<file path="src/core/pin_irq_pkg.sv">
package pin_irq_pkg;

  // ****************************************************************
  // register map
  // ****************************************************************
  localparam logic [7:0] INPUT_PIN_FUNCTION_CONFIG = 8'h2b;
  localparam logic [7:0] INPUT_PIN_LEVEL_READBACK  = 8'h2f;
  localparam logic [7:0] INTERRUPT_OUTPUT_CONFIG   = 8'h32;
  localparam logic [7:0] IRQ_MASK_BANK             = 8'h33;
  localparam logic [7:0] IRQ_LATCHED_FLAGS         = 8'h36;

  // ****************************************************************
  // reset values and writable bits
  // ****************************************************************
  localparam logic [7:0] INPUT_CFG_RESET = 8'h00;
  localparam logic [7:0] IRQ_CFG_RESET   = 8'h00;
  localparam logic [7:0] MASK_RESET      = 8'hff;
  localparam logic [7:0] LATCH_RESET     = 8'h00;
  localparam logic [7:0] INPUT_CFG_WMASK = 8'h77;
  localparam logic [7:0] IRQ_CFG_WMASK   = 8'he4;
  localparam logic [7:0] LATCH_SOURCES   = 8'hf8;

  // ****************************************************************
  // field positions
  // ****************************************************************
  localparam int FIRST_FN_LSB   = 4;
  localparam int SECOND_FN_LSB  = 0;
  localparam int FIRST_LVL_BIT  = 7;
  localparam int SECOND_LVL_BIT = 6;
  localparam int POLARITY_BIT   = 7;
  localparam int EVENT_LSB      = 5;
  localparam int FILTER_BIT     = 2;

  // ****************************************************************
  // timing
  // ****************************************************************
  localparam int unsigned CLOCK_MHZ       = 250;
  localparam int unsigned IRQ_PULSE_US    = 2000;
  localparam int unsigned IRQ_PERIOD_US   = 4000;
  localparam int unsigned IRQ_PULSE_CYC   = IRQ_PULSE_US * CLOCK_MHZ;
  localparam int unsigned IRQ_PERIOD_CYC  = IRQ_PERIOD_US * CLOCK_MHZ;
  localparam int          COUNT_W         = 20;

  // ****************************************************************
  // types
  // ****************************************************************
  typedef enum logic [2:0] {
    fn_disabled,
    fn_general_input,
    fn_master_clock,
    fn_serial_audio_in,
    fn_pdm_data_pair_a,
    fn_pdm_data_pair_b,
    fn_reserved,
    fn_adc_power_down
  } pin_function_t;

  typedef enum logic [1:0] {
    ev_level,
    ev_reserved,
    ev_repeating,
    ev_single
  } irq_event_mode_t;

  typedef struct packed {
    logic general_input;
    logic master_clock;
    logic serial_audio_in;
    logic pdm_data_pair_a;
    logic pdm_data_pair_b;
    logic adc_power_down;
  } pin_route_t;

  typedef struct packed {
    logic [7:0] addr;
    logic       wr;
    logic       rd;
    logic [7:0] wdata;
  } reg_req_t;

  typedef struct packed {
    logic [7:0]         input_cfg;
    logic [7:0]         irq_cfg;
    logic [7:0]         mask;
    logic [7:0]         latch;
    logic [1:0]         sync_a;
    logic [1:0]         sync_b;
    logic [7:0]         rdata;
    logic [COUNT_W-1:0] count;
    logic               irq_active;
    logic               irq_out;
  } state_t;

endpackage

</file>
<file path="src/core/input_pin_and_irq_config.sv">
// How it works
// bits 6:4 pick first pin function; 0 off, 1 general input
// code 2 routes master clock, code 3 serial audio data in
// code 4 PDM data for channels 1-2, code 5 for channels 3-4
// code 7 turns the pin into an all-ADC power-down control
// software never writes reserved code 6 to a function field
// bits 2:0 give bias-shared pin the same function codes
// reserved bits 7 and 3 written zero; they read zero
// level bit 7 shows first pin while it is a general input
// level bit 6 shows bias-shared pin likewise; bits 5:0 zero
// interrupt config bit 7: 0 active low, 1 active high output
// event code 0: asserted while any unmasked latched flag stands
// event code 2: 2 ms on in every 4 ms while flags stand
// event code 3: a 2 ms pulse per unmasked event; an event during a pulse restarts it
// bit 2 set hides masked flags from the latched flag readback
// mask bits reset to 1; writing 0 lets a source interrupt
// latched flag sets on its event, clears once it is read
// pin levels pass two flip-flops before anything reads them
module input_pin_and_irq_config #(
  parameter int unsigned PULSE_CYCLES  = pin_irq_pkg::IRQ_PULSE_CYC,
  parameter int unsigned PERIOD_CYCLES = pin_irq_pkg::IRQ_PERIOD_CYC
) (
  // clock and reset
  input  wire logic                   mclk,
  input  wire logic                   arst_n,
  // register port
  input  wire pin_irq_pkg::reg_req_t  reg_req,
  output logic [7:0]                  reg_rdata,
  // pins
  input  wire logic                   analog_input_shared_pin,
  input  wire logic                   mic_bias_shared_pin,
  output logic                        irq_pin,
  // function routing
  output pin_irq_pkg::pin_route_t     first_route,
  output pin_irq_pkg::pin_route_t     second_route,
  output logic                        adc_power_down,
  output logic [1:0]                  pin_level,
  // interrupt sources, one-cycle pulses
  input  wire logic [7:0]             irq_event
);

  // ****************************************************************
  // state
  // ****************************************************************
  pin_irq_pkg::state_t state;
  pin_irq_pkg::state_t next_state;

  localparam logic [pin_irq_pkg::COUNT_W-1:0] PULSE_N =
    pin_irq_pkg::COUNT_W'(PULSE_CYCLES);
  localparam logic [pin_irq_pkg::COUNT_W-1:0] PERIOD_N =
    pin_irq_pkg::COUNT_W'(PERIOD_CYCLES);
  localparam logic [pin_irq_pkg::COUNT_W-1:0] ONE =
    pin_irq_pkg::COUNT_W'(1);

  pin_irq_pkg::pin_function_t first_input_function;
  pin_irq_pkg::pin_function_t second_input_function;
  pin_irq_pkg::irq_event_mode_t event_mode;
  logic [1:0] level;
  logic       irq_polarity;
  logic       latch_readback_filter;
  logic [7:0] visible_latch;
  logic [7:0] new_events;
  logic       pending;
  logic       fresh_event;

  // ****************************************************************
  // decode
  // ****************************************************************
  assign first_input_function  = pin_irq_pkg::pin_function_t'(
    state.input_cfg[pin_irq_pkg::FIRST_FN_LSB +: 3]);
  assign second_input_function = pin_irq_pkg::pin_function_t'(
    state.input_cfg[pin_irq_pkg::SECOND_FN_LSB +: 3]);
  assign event_mode            = pin_irq_pkg::irq_event_mode_t'(
    state.irq_cfg[pin_irq_pkg::EVENT_LSB +: 2]);
  assign irq_polarity          = state.irq_cfg[pin_irq_pkg::POLARITY_BIT];
  assign latch_readback_filter = state.irq_cfg[pin_irq_pkg::FILTER_BIT];
  // second flop only; the first one is left to settle
  assign level                 = {state.sync_a[1], state.sync_b[1]};
  assign new_events            = irq_event & pin_irq_pkg::LATCH_SOURCES;
  assign pending               = |(state.latch & ~state.mask);
  assign fresh_event           = |(new_events & ~state.mask);
  assign visible_latch         = latch_readback_filter ?
                                 (state.latch & ~state.mask) : state.latch;

  function automatic pin_irq_pkg::pin_route_t route(
    input pin_irq_pkg::pin_function_t fn,
    input logic                       lvl
  );
    pin_irq_pkg::pin_route_t r;
    r.general_input   = (fn == pin_irq_pkg::fn_general_input);
    r.master_clock    = (fn == pin_irq_pkg::fn_master_clock);
    r.serial_audio_in = (fn == pin_irq_pkg::fn_serial_audio_in);
    r.pdm_data_pair_a = (fn == pin_irq_pkg::fn_pdm_data_pair_a);
    r.pdm_data_pair_b = (fn == pin_irq_pkg::fn_pdm_data_pair_b);
    // code 6 is never programmed, so it simply routes nowhere
    r.adc_power_down  = (fn == pin_irq_pkg::fn_adc_power_down) && lvl;
    return r;
  endfunction

  assign first_route    = route(first_input_function, level[1]);
  assign second_route   = route(second_input_function, level[0]);
  assign adc_power_down = first_route.adc_power_down | second_route.adc_power_down;
  assign pin_level      = level;
  assign reg_rdata      = state.rdata;
  assign irq_pin        = state.irq_out;

  // ****************************************************************
  // next state
  // ****************************************************************
  always_comb begin
    next_state = state;

    next_state.sync_a = {state.sync_a[0], analog_input_shared_pin};
    next_state.sync_b = {state.sync_b[0], mic_bias_shared_pin};

    // read data and read side effects
    if (reg_req.rd) begin
      unique case (reg_req.addr)
        pin_irq_pkg::INPUT_PIN_FUNCTION_CONFIG: next_state.rdata = state.input_cfg;
        pin_irq_pkg::INPUT_PIN_LEVEL_READBACK: begin
          next_state.rdata = 8'h00;
          next_state.rdata[pin_irq_pkg::FIRST_LVL_BIT] =
            level[1] && (first_input_function == pin_irq_pkg::fn_general_input);
          next_state.rdata[pin_irq_pkg::SECOND_LVL_BIT] =
            level[0] && (second_input_function == pin_irq_pkg::fn_general_input);
        end
        pin_irq_pkg::INTERRUPT_OUTPUT_CONFIG: next_state.rdata = state.irq_cfg;
        pin_irq_pkg::IRQ_MASK_BANK:           next_state.rdata = state.mask;
        pin_irq_pkg::IRQ_LATCHED_FLAGS: begin
          next_state.rdata = visible_latch;
          // only what software actually saw is cleared
          next_state.latch = state.latch & ~visible_latch;
        end
        default:                              next_state.rdata = 8'h00;
      endcase
    end

    // an event in the clearing cycle survives
    next_state.latch = next_state.latch | new_events;

    if (reg_req.wr) begin
      unique case (reg_req.addr)
        pin_irq_pkg::INPUT_PIN_FUNCTION_CONFIG:
          next_state.input_cfg = reg_req.wdata & pin_irq_pkg::INPUT_CFG_WMASK;
        pin_irq_pkg::INTERRUPT_OUTPUT_CONFIG:
          next_state.irq_cfg = reg_req.wdata & pin_irq_pkg::IRQ_CFG_WMASK;
        pin_irq_pkg::IRQ_MASK_BANK:
          next_state.mask = reg_req.wdata;
        default: ;
      endcase
    end

    // interrupt shaping
    unique case (event_mode)
      pin_irq_pkg::ev_repeating: begin
        if (!pending) begin
          next_state.count = '0;
        end else if (state.count >= PERIOD_N - ONE) begin
          next_state.count = '0;
        end else begin
          next_state.count = state.count + ONE;
        end
        next_state.irq_active = pending && (state.count < PULSE_N);
      end
      pin_irq_pkg::ev_single: begin
        // a new event restarts the pulse rather than stretching a queue
        if (fresh_event) begin
          next_state.count = ONE;
        end else if (state.count != '0 && state.count < PULSE_N) begin
          next_state.count = state.count + ONE;
        end else begin
          next_state.count = '0;
        end
        next_state.irq_active = (next_state.count != '0);
      end
      default: begin
        // reserved code 1 behaves as level so the pin stays sane
        next_state.count      = '0;
        next_state.irq_active = pending;
      end
    endcase

    next_state.irq_out = irq_polarity ? next_state.irq_active
                                      : ~next_state.irq_active;
  end

  // ****************************************************************
  // registers
  // ****************************************************************
  always_ff @(posedge mclk or negedge arst_n) begin
    if (!arst_n) begin
      state            <= '0;
      state.input_cfg  <= pin_irq_pkg::INPUT_CFG_RESET;
      state.irq_cfg    <= pin_irq_pkg::IRQ_CFG_RESET;
      state.mask       <= pin_irq_pkg::MASK_RESET;
      state.latch      <= pin_irq_pkg::LATCH_RESET;
      state.irq_out    <= 1'b1;
    end else begin
      state <= next_state;
    end
  end

endmodule

</file>
<file path="config.mk">
export PLATFORM = sky130hd
export DESIGN_NAME = input_pin_and_irq_config
export DESIGN_NICKNAME = d
export VERILOG_FILES = /design/src/core/pin_irq_pkg.sv /design/src/core/input_pin_and_irq_config.sv
export SDC_FILE = /design/constraint.sdc
export NUM_CORES = 1
export LEC_CHECK = 0
export CORE_MARGIN = 3
export CORE_UTILIZATION = 45
export DETAILED_ROUTE_END_ITERATION = 12
export DONT_BUFFER_PORTS = 1
export MAX_ROUTING_LAYER = met4
export PLACE_DENSITY = 0.59
export SYNTH_ARGS = -nofsm -noshare
export SYNTH_HDL_FRONTEND = slang
export SYNTH_SLANG_ARGS = --single-unit
</file>
<file path="constraint.sdc">
create_clock -name mclk -period 3 [get_ports mclk]
set_input_delay 0.45 -clock mclk [delete_from_list [all_inputs] [get_ports mclk]]
set_output_delay 0.45 -clock mclk [all_outputs]
set_load 0.02 [all_outputs]
</file>
---- Word level (Yosys, flattened, before mapping) ----
Cells that the tools add are included.
word-level totals
  register bits ........................... 59
  word-level logic and storage cells ...... 63
  output and inout bits ................... 24
cells by class
  mux-type cells .......................... 11
  reductions and logical operators ........ 13
  magnitude comparators ................... 2
  equal/unequal tests ..................... 19
  bitwise logic cells ..................... 8
  add/sub/neg operators ................... 1
operator list
  operator                 count
  $mux W20                 5
  $pmux W21 S2             1
  $eq A8 B6 Y1 const B     5
  $pmux W8 S5              1
  $reduce_bool A20 Y1      2
  $and A8 B8 Y8            3
  $mux W8                  3
  $add A20 B1 Y20 const B  1
  $ge A20 B20 Y1 const B   1
  $lt A20 B19 Y1 const B   1
  $eq A3 B3 Y1 const B     6
  $not A8 Y8               2
  $reduce_or A8 Y1         2
  $eq A3 B2 Y1 const B     4
  $or A8 B8 Y8             1
  $eq A3 B1 Y1 const B     2
  $logic_and A1 B1 Y1      6
  $reduce_and A2 Y1        3
  $eq A2 B2 Y1 const B     2
  $mux W1                  1
  $not A1 Y1               1
  $or A1 B1 Y1             1

---- Longest topological paths before layout ----
Gate-level depths: netlist of run 1.
  depth after elaboration ................. 9
  depth in mapped cells ................... 9
  mapped depth without buffers ............ 8

---- Least setup slack after synthesis of run 1 ----
OpenSTA, ideal clock, no wires.
  path kind ............................... register -> register
  start point ............................. register state[2] (netlist name)
  end point ............................... register state[18] (netlist name)
  stages on the path, launching flop included .. 10
  required time ........................... 2.881 ns
  buffers on the path ..................... 1
  clock period less this slack ............ 2.256 ns
  setup slack ............................. 0.744 ns
  arrival ................................. 2.137 ns
  cell sequence ........................... dfrtp_1 > inv_1 > ha_1 > or4b_1 > or4_1 > nand2_1 > nor2_1 > a21oi_4 > buf_4 > nor2_1
RTL lines
  item                    RTL line                         RTL
  start, declared         input_pin_and_irq_config.sv:45   pin_irq_pkg::state_t state;
  start signal, assigned  input_pin_and_irq_config.sv:199  state <= next_state;

==> impl_metrics.tcl, run 1 <==
set metrics [dict create \
    drive_above_1_share 0.1605 \
    p_per_area_mw_per_mm2 487.5 \
    grt_pass1_wl_mm 12.63 \
    nets 377 \
    cts_resized 0 \
    gr-usage-all-layers 0.1920 \
    critPathArrivalTime_ns 2.76 \
    synth_top_area_frac 0.3705 \
    worst_pin_slew_ns 0.7500 \
    yosysTopAreaCell "dfrtp_1" \
    drt_iter0_drc 121 \
    synthArstFlopShare 1.000 \
    path_clk_slew_ns 0.07 \
    vias 2522 \
    synthToLayoutAreaGrowth_pct 6.854 \
    final_max_slew_viol_count 0 \
    ir_drop_uv 306.6 \
    layout_commonest_cell "dfrtp_1" \
    clock-sinks 59 \
    h-tree-depth 3 \
    syn-num-nets 385 \
    grt_max_degree 60 \
    coreArea_sq_mm 0.007019 \
    clock_latency_ns 0.34 \
    synthCells 353 \
    hold_viol_final 0 \
    cts_setup_buffers 0 \
    initial_utilization 0.4811 \
    cts_buffers 9 \
    slowest_delay_ns 0.50 \
    ys.flop_type "dfrtp_1" \
    rsz0062_at_grt "false" \
    io_pins 54 \
    outcome "complete, no violations" \
    antenna_found_initial 0 \
    dieHeight_um 92.63 \
    port-buffer-count 0 \
    layout_common_cells "dfrtp_1, nor2_1, nand2_1, inv_1, mux2_2" \
    crit_chain "inv_1 > ha_1 > or4b_1 > or4_1 > nand2_1 > nor2_1 > a21oi_4 > nor2_1" \
    hp-class "in2reg" \
    critPathMostFrequentCell "nor2_1" \
    max_slew_margin 0.4962 \
    fin_crit_sh 0.8550 \
    final_area_sq_mm 0.003608 \
    wl_per_cell_um 17.24 \
    period_needed_ns 2.565 \
    nFillCells 663 \
    synthDistinctLibCells 56 \
    end_kind "register" \
    critical_path_class "reg2reg" \
    max_freq_ghz 0.3898 \
    p_total_uw 1759 \
    startpoint_type "register" \
    skew_ns 0.01119 \
    ant_nets 0 \
    dieArea_sq_mm 0.008580 \
    leakage_uw 0.001529 \
    ys_ff_latch 59 \
    seq_area_frac_synth 0.4405 \
    drt_first_pass_iters 4 \
    clockRootBuffer "clkbuf_8" \
    slowest_stage "or4_1" \
    place.gp.congestion 0.8952 \
    synth_edf_count 0 \
    overflow 0 \
    drc 0 \
    grt_pass1_vias 2556 \
    maxCapViolCount 0 \
    n_antenna_cell 0 \
    rows 30 \
    wirelength_mm 7.670 \
    synth_area_per_cell_sq_um 9.567 \
    register_area_sq_mm 0.001488 \
    viasPerCell 5.667 \
    setup-tns-final_ns 0 \
    setup_viol 0 \
    yosys_warnings 0 \
    dpl.hpwl_mm 5.496 \
    cts.path.max_buffers 2 \
    cp_max_fo 19 \
    dpl-instance-area_sq_mm 0.003346 \
    critical_path_required_ns 3.20 \
    netlist_area_sq_mm 0.003377 \
    cts_tree "yes" \
    fp.dieW_um 92.63 \
    multi_input_area_sq_mm 0.001610 \
    synth_area_leaders "dfrtp_1, dfstp_2, mux2_2" \
]
[state kept, by name, summed over array words and instances (netlist names), 2 cells and up]
register	count
event_mode	2
second_input_function	3
reg_rdata	8
pin_level	2
next_state	2
first_input_function	3
state	36
[logic make-up (layout without fill, tap and decap cells)]
logic type               Yosys count  count (layout)  share of synthesized area
buffers and inverters             51              47                    0.08262
multiplexers                      18              18                    0.06002
XOR/XNOR                          24              24                    0.06224
adder cells (fa/ha/maj)            2               2                   0.007409
AO/OA/AOI/OAI                     64              64                     0.1326
AND/OR/NAND/NOR                  135             135                     0.2145
flip-flops                        59              59                     0.4405
[per-stage QoR]
stage | hold WS, ns | setup slack [ns] | utilization | instances
after global routing | 0.1116 | 0.2411 | 0.5141 | 445
after CTS | 0.1131 | 0.3803 | 0.5141 | 445
after floorplan | 0.1544 | 0.7440 | - | 353
final | 0.1302 | 0.4349 | 0.5141 | 445
after detailed placement | 0.1568 | 0.4062 | 0.4766 | 428
after global placement | 0.1560 | 0.4430 | 0.4766 | 428
[layer usage]
| metal | share of wire | vias up | global-route usage | wire [um] |
|---|---|---|---|---|
| met5 | 0 | - | - | 0 |
| met4 | 0.018 | 0 | 0.07570 | 138 |
| met3 | 0.059 | 15 | 0.05037 | 452 |
| met2 | 0.50 | 71 | 0.3100 | 3856 |
| met1 | 0.42 | 1213 | 0.2303 | 3223 |
| li1 | - | 1223 | - | - |
[final cells by class]
class | instances | share of cell area
sequential | 59 | 0.4123
timing repair buffer | 6 | 0.01872
multi-input combinational | 243 | 0.4463
inverter | 26 | 0.02705
tap | 96 | 0.03329
clock inverter | 4 | 0.02046
clock buffer | 11 | 0.04196
[Yosys cell counts, types with 2 or more instances]
cell      number
o22ai_1       13
nor2_1        33
and3b_1        4
buf_6          4
nand4_1        7
nor2b_1        6
nand3_1       15
nand2_1       29
xor2_1        10
o21ai_0        9
nor3b_1        6
buf_2          2
a21boi_0       3
o31ai_1        4
and3_1         7
mux2_2        18
a21oi_1        8
ha_1           2
nor3_1        10
and4_1         4
dfstp_2        9
dfrtp_1       50
or4_1          2
or2_2          2
clkbuf_1       6
and2_1         2
buf_4         12
a22o_1         4
a31oi_1        7
inv_1         26
xnor2_1       14
[final timing paths]
path                            cells after the start                     start                                  end  slack, ns
worst max-delay path                                8        state[2]$_DFF_PN0_                  state[20]$_DFF_PN0_       0.43
worst min-delay path                                0   analog_input_shared_pin             next_state[33]$_DFF_PN0_       0.13
worst max register to register                      8        state[2]$_DFF_PN0_                  state[20]$_DFF_PN0_       0.43
worst min register to register                      0  next_state[31]$_DFF_PN0_               pin_level[0]$_DFF_PN0_       0.35
max in group asynchronous                           2                    arst_n                state[49]$_DFFE_PN1P_       2.05
min in group asynchronous                           2                    arst_n  first_input_function[2]$_DFFE_PN0P_       0.63
[power by group]
| group | internal (uW) | switching, uW |
|---|---|---|
| Sequential | 822 | 30.2 |
| Combinational | 33.8 | 47.2 |
| Clock | 508 | 318 |
[what timing repair did]
action,CTS,global route
setup endpoints to repair,0,0
hold buffers,2,0
endpoints found under the hold margin,59,0
[worst max-delay path: cells and delay by family, from the launching register on]
family	cells	cell delay [ns]
AND/OR/NAND/NOR	5	1.24
AO/OA/AOI/OAI	1	0.46
flip-flops	1	0.45
adder cells (fa/ha/maj)	1	0.14
buffers and inverters	1	0.13
(Power assumes the default switching activity.)
==> run 2, diff against run 1 <==
- CORE_UTILIZATION: 45 -> 30
- CTS_BUF_LIST: default -> sky130_fd_sc_hd__clkbuf_8
- PLACE_DENSITY: 0.59 -> 0.43
==> run 2 against run 1 <==
Effect of this change:
- maximum frequency is 2.7% lower
- highest routed layer unchanged
- total power is 8.2% lower
- global-route usage is 4.8 points lower
- sequential share of layout area is 0.10 points lower
- critical path depth stayed put
- setup slack worse by 0.070 ns
- utilization is 18 points lower
- critical path type unchanged
==> impl_metrics.tcl, run 2 (synthesis gave the netlist of run 1 again) <==
set metrics [dict create \
    hp-class "in2reg" \
    r2r_end "state[11]$_DFF_PN0_" \
    dieHeight_um 112.1 \
    wl_per_cell_um 16.84 \
    cts.path.max_buffers 2 \
    grt_pass1_wl_mm 14.00 \
    drive_above_1_share 0.1605 \
    max_freq_ghz 0.3795 \
    largest_register "state" \
    cts_resized 0 \
    startpoint_type "register" \
    end_kind "register" \
    layout_commonest_cell "dfrtp_1" \
    setup_viol 0 \
    synthToLayoutAreaGrowth_pct 7.114 \
    h-tree-depth 3 \
    fin_crit_sh 0.8783 \
    final_max_slew_viol_count 0 \
    coreArea_sq_mm 0.01094 \
    timing.rr.start "state[2]$_DFF_PN0_" \
    path_clk_slew_ns 0.08 \
    maxCapViolCount 0 \
    p_total_uw 1615 \
    setup-tns-final_ns 0 \
    holdWs_ns 0.1287 \
    drc 0 \
    nets 376 \
    ant_nets 0 \
    max_slew_margin 0.5087 \
    hold_viol_final 0 \
    largest_reg_flops 36 \
    critical_path_class "reg2reg" \
    clock-sinks 59 \
    dieArea_sq_mm 0.01257 \
    overflow 0 \
    critPathMostFrequentCell "nor2_1" \
    io_pins 54 \
    outcome "complete, no violations" \
    grt_pass1_vias 2466 \
    rsz0062_at_grt "false" \
    port-buffer-count 0 \
    grt_max_degree 60 \
    vias 2538 \
    drt_iter0_drc 152 \
    crit_chain "inv_1 > ha_1 > or4b_1 > or4_1 > nand2_1 > nor2_1 > a21oi_4 > nor2_1" \
    skew_ns 0.01574 \
    whs_endpoint "next_state[31]$_DFF_PN0_" \
    r2r_cells 8 \
    slowest_delay_ns 0.51 \
    leakage_uw 0.001493 \
    period_needed_ns 2.635 \
    hold_buffers 2 \
    n_antenna_cell 0 \
    antenna_found_initial 0 \
    hold_depth 0 \
    drt_first_pass_iters 4 \
    r2r_slack_ns 0.36 \
    ir_drop_uv 161.0 \
    clock_latency_ns 0.34 \
    critical_path_required_ns 3.19 \
    gr-usage-all-layers 0.1443 \
    fp.dieW_um 112.1 \
    cp_max_fo 19 \
    slowest_stage "or4_1" \
    wirelength_mm 8.235 \
    p_per_area_mw_per_mm2 446.5 \
    layout_common_cells "dfrtp_1, nor2_1, nand2_1, inv_1, mux2_2" \
    rows 38 \
    clockRootBuffer "clkbuf_8" \
    cts_tree "yes" \
    place.gp.congestion 0.8155 \
    worst_pin_slew_ns 0.7353 \
    hold_start "mic_bias_shared_pin" \
    dpl.hpwl_mm 6.039 \
    cts_buffers 9 \
    cts_setup_buffers 0 \
    critPathArrivalTime_ns 2.83 \
    viasPerCell 5.190 \
    initial_utilization 0.3088 \
]
-- run 2: cell types whose count changed in the layout (fill, tap and decap cells not counted), sizes merged --
| cell | delta |
|---|---|
| inv | +2 |
| clkinvlp | +3 |
| clkbuf | -1 |
| buf | -1 |
| bufinv | -2 |
| clkinv | -1 |
-- run 2: report_power, final --
group	internal [uW]	switching, uW
clock	329	352
combinational	33.0	48.6
sequential	821	31.6
total	1180	432
-- run 2: how the worst max path moves through the flow --
stage,start,endpoint,slack (ns),cells after the start
after floorplan,state[2]$_DFF_PN0_,state[18]$_DFF_PN0_,0.74,9
after global placement,state[10]$_DFF_PN0_,irq_pin$_DFF_PN1_,0.37,7
after detailed placement,state[2]$_DFF_PN0_,state[10]$_DFF_PN0_,0.35,8
after CTS,state[2]$_DFF_PN0_,state[10]$_DFF_PN0_,0.33,8
after global routing,state[2]$_DFF_PN0_,state[7]$_DFF_PN0_,0.12,8
final,state[2]$_DFF_PN0_,state[11]$_DFF_PN0_,0.36,8
-- run 2: critical path, delay by kind of cell (launching register included) --
| kind | cells | cell delay (ns) |
|---|---|---|
| buffers and inverters | 1 | 0.13 |
| adder cells (fa/ha/maj) | 1 | 0.14 |
| AND/OR/NAND/NOR | 5 | 1.29 |
| flip-flops | 1 | 0.44 |
| AO/OA/AOI/OAI | 1 | 0.48 |
-- run 2: layer usage --
metal  up-vias  global-route usage  share of wire
li1       1232                   -              -
met5         -                   -              0
met1      1242              0.2190           0.51
met2        57              0.1851           0.42
met4         0             0.05048          0.011
met3         7             0.03396          0.061
-- run 2: cell type report --
cell class | count | area, sq um
Clock buffer | 10 | 137.6
Tap cell | 140 | 175.2
Multi-Input combinational cell | 243 | 1610
Sequential cell | 59 | 1488
Inverter | 26 | 97.59
Timing Repair Buffer | 5 | 60.06
Fill cell | 1167 | 7318
Clock inverter | 6 | 48.80
-- run 2: stage by stage --
| stage | util | setup slack, ns | instance area (sq um) | cells |
|---|---|---|---|---|
| 3_5_place_dp | 0.3103 | 0.3511 | 3393 | 471 |
| 3_3_place_gp | 0.3103 | 0.3713 | 3393 | 471 |
| 5_1_grt | 0.3308 | 0.1208 | 3617 | 489 |
| 2_1_floorplan | - | 0.7440 | 3377 | 353 |
| 6_report | 0.3308 | 0.3650 | 3617 | 489 |
| 4_1_cts | 0.3308 | 0.3316 | 3617 | 489 |
==> run 3, diff against run 2 <==
- CORE_UTILIZATION: 30 -> 43
- CTS_CLUSTER_DIAMETER: default -> 150
- PLACE_DENSITY: 0.43 -> 0.57
==> run 3 against run 2 <==
Effect of this change:
- utilization increased by 15 points
- first-iteration DRC count increased by 14%
- cell area decreased by 1.0%
- via count increased by 0.12%
- critical path depth decreased by 1
- setup slack improved by 0.020 ns
- flip-flop and latch count unchanged
- highest routed layer unchanged
- global-route usage increased by 5.2 points
- clock-buffer cell count decreased by 1
- die area decreased by 29%
- routed wire length decreased by 6.3%
==> impl_metrics.tcl, run 3 (synthesis gave the netlist of run 1 again) <==
set metrics [dict create \
    outcome "complete, no violations" \
    overflow 0 \
    largest_register "state" \
    rsz0062_at_grt "false" \
    critical_path_class "reg2reg" \
    pwr-share-comb 0.048 \
    clock-sinks 59 \
    rows 31 \
    use_met2 0.2490 \
    drt_first_pass_iters 5 \
    grt-busiest-layer "met1" \
    fin_crit_sh 0.8717 \
    wl_per_cell_um 17.22 \
    ant_nets 0 \
    slowest_delay_ns 0.51 \
    coreArea_sq_mm 0.007447 \
    fp.dieW_um 94.62 \
    clockPowerShare 0.442 \
    worst_pin_slew_ns 0.7264 \
    dpl-instance-area_sq_mm 0.003342 \
    maxCapViolCount 0 \
    swShare 0.2570 \
    critical_path_required_ns 3.25 \
    clock_latency_ns 0.34 \
    h-tree-depth 3 \
    vias 2541 \
    cts_buffers 9 \
    max_freq_ghz 0.3824 \
    setup_viol 0 \
    drive_above_1_share 0.1605 \
    p_int_uw 1243 \
    io_pins 54 \
    period_needed_ns 2.615 \
    instances_no_fill 448 \
    cp_num_buf_inv 0 \
    startpoint_type "register" \
    nFillCells 736 \
    initial_utilization 0.4535 \
    grt_pass1_wl_mm 13.10 \
    n_antenna_cell 0 \
    final_area_sq_mm 0.003580 \
    antenna_found_initial 0 \
    crit_chain "nand4_1 > nor4_1 > xnor2_1 > a21boi_0 > o2111ai_1 > o31ai_2 > xor2_1" \
    end_kind "register" \
    slowest_stage "dfrtp_1" \
    layout_commonest_cell "dfrtp_1" \
    port-buffer-count 0 \
    setup-tns-final_ns 0 \
    dp_cells 430 \
    cp_max_fo 9 \
    p_per_area_mw_per_mm2 467.3 \
    dpl.hpwl_mm 5.516 \
    critical_path.top_delay_family "simple AND/OR/NAND/NOR gates" \
    critPathArrivalTime_ns 2.87 \
    globalRouteMet1Util 0.2984 \
    cts.path.max_buffers 2 \
    drc 0 \
    hp-class "in2reg" \
    cts_tree "yes" \
    p_sw_uw 430.0 \
    largest_reg_flops 36 \
    nets 376 \
    dieHeight_um 94.62 \
    path_clk_slew_ns 0.07 \
    place.gp.congestion 0.9183 \
    wirelength_mm 7.714 \
    use_met3 0.04622 \
    viasPerCell 5.672 \
    final_max_slew_viol_count 0 \
    dieArea_sq_mm 0.008953 \
    layout_common_cells "dfrtp_1, nor2_1, nand2_1, inv_1, mux2_2" \
    skew_ns 0.008921 \
    grt_pass1_vias 2452 \
    synthToLayoutAreaGrowth_pct 6.002 \
    gr-usage-all-layers 0.1965 \
    power_frac_seq 0.510 \
    drt_iter0_drc 173 \
    leakage_uw 0.001504 \
    ir_drop_uv 217.3 \
    hold_viol_final 0 \
    grt_max_degree 60 \
    max_slew_margin 0.5147 \
    clockRootBuffer "clkbuf_8" \
]
## run 3: changes by cell type in the layout (fill, tap and decap cells not counted)
cell	delta
clkbuf_8	-1
clkinv_2	+1
bufinv_16	+1
clkinvlp_4	-1
## run 3: power by group through the flow
stage	sequential, uW	combinational, uW	clock, uW
floorplan	851	64.5	0
global placement	866	59.4	0
detailed placement	867	60.0	0
CTS	852	82.6	757
global route	857	91.7	798
finish	853	80.6	739
## run 3: path summary, 6_finish.rpt
| path | from | cells past startpoint | endpoint | slack [ns] |
|---|---|---|---|---|
| hold / removal | analog_input_shared_pin | 0 | next_state[33]$_DFF_PN0_ | 0.13 |
| hold reg to reg | next_state[33]$_DFF_PN0_ | 0 | pin_level[1]$_DFF_PN0_ | 0.35 |
| setup reg to reg | state[4]$_DFF_PN0_ | 7 | irq_pin$_DFF_PN1_ | 0.38 |
| min in group asynchronous | arst_n | 2 | second_input_function[2]$_DFFE_PN0P_ | 0.63 |
| max in group asynchronous | arst_n | 2 | irq_pin$_DFF_PN1_ | 2.06 |
| setup / recovery | state[4]$_DFF_PN0_ | 7 | irq_pin$_DFF_PN1_ | 0.38 |
## run 3: worst register-to-register path: cells and delay by family (launching register included)
kind / cells / cell delay, ns
AOI/OAI and AO/OA: 3 / 0.73
and+or+nand+nor: 2 / 0.87
DFF: 1 / 0.51
xor gates and xnor gates: 2 / 0.42
## run 3: what timing repair did
item                                   CTS  global route
resized for setup                        0             0
buffers inserted                         0             0
endpoints found under the hold margin   59             0
hold buffers                             2             0
setup endpoints to repair                0             0
## run 3: final cells by class
class	instances	area, sq um	share of cell area
Clock buffer	9	123.9	0.03460
Clock inverter	7	76.32	0.02132
Inverter	26	97.59	0.02726
Multi-Input combinational cell	243	1610	0.4498
Sequential cell	59	1488	0.4156
Tap cell	99	123.9	0.03460
Timing Repair Buffer	5	60.06	0.01678
## run 3: stage by stage
stage	worst slack (ns)	hold slack [ns]	total power, uW	util
4_1_cts	0.3924	0.1184	1692	0.4807
5_1_grt	0.1708	0.1042	1747	0.4807
2_1_floorplan	0.7440	0.1544	915.9	-
3_5_place_dp	0.4010	0.1555	927.3	0.4488
3_3_place_gp	0.4253	0.1556	925.5	0.4488
6_report	0.3848	0.1336	1673	0.4807
## run 3: metal layers
metal / up-vias / part of all wire
met3: 10 / 0.057
met4: 0 / 0.017
met2: 68 / 0.42
met1: 1240 / 0.51
li1: 1223 / -
met5: - / 0
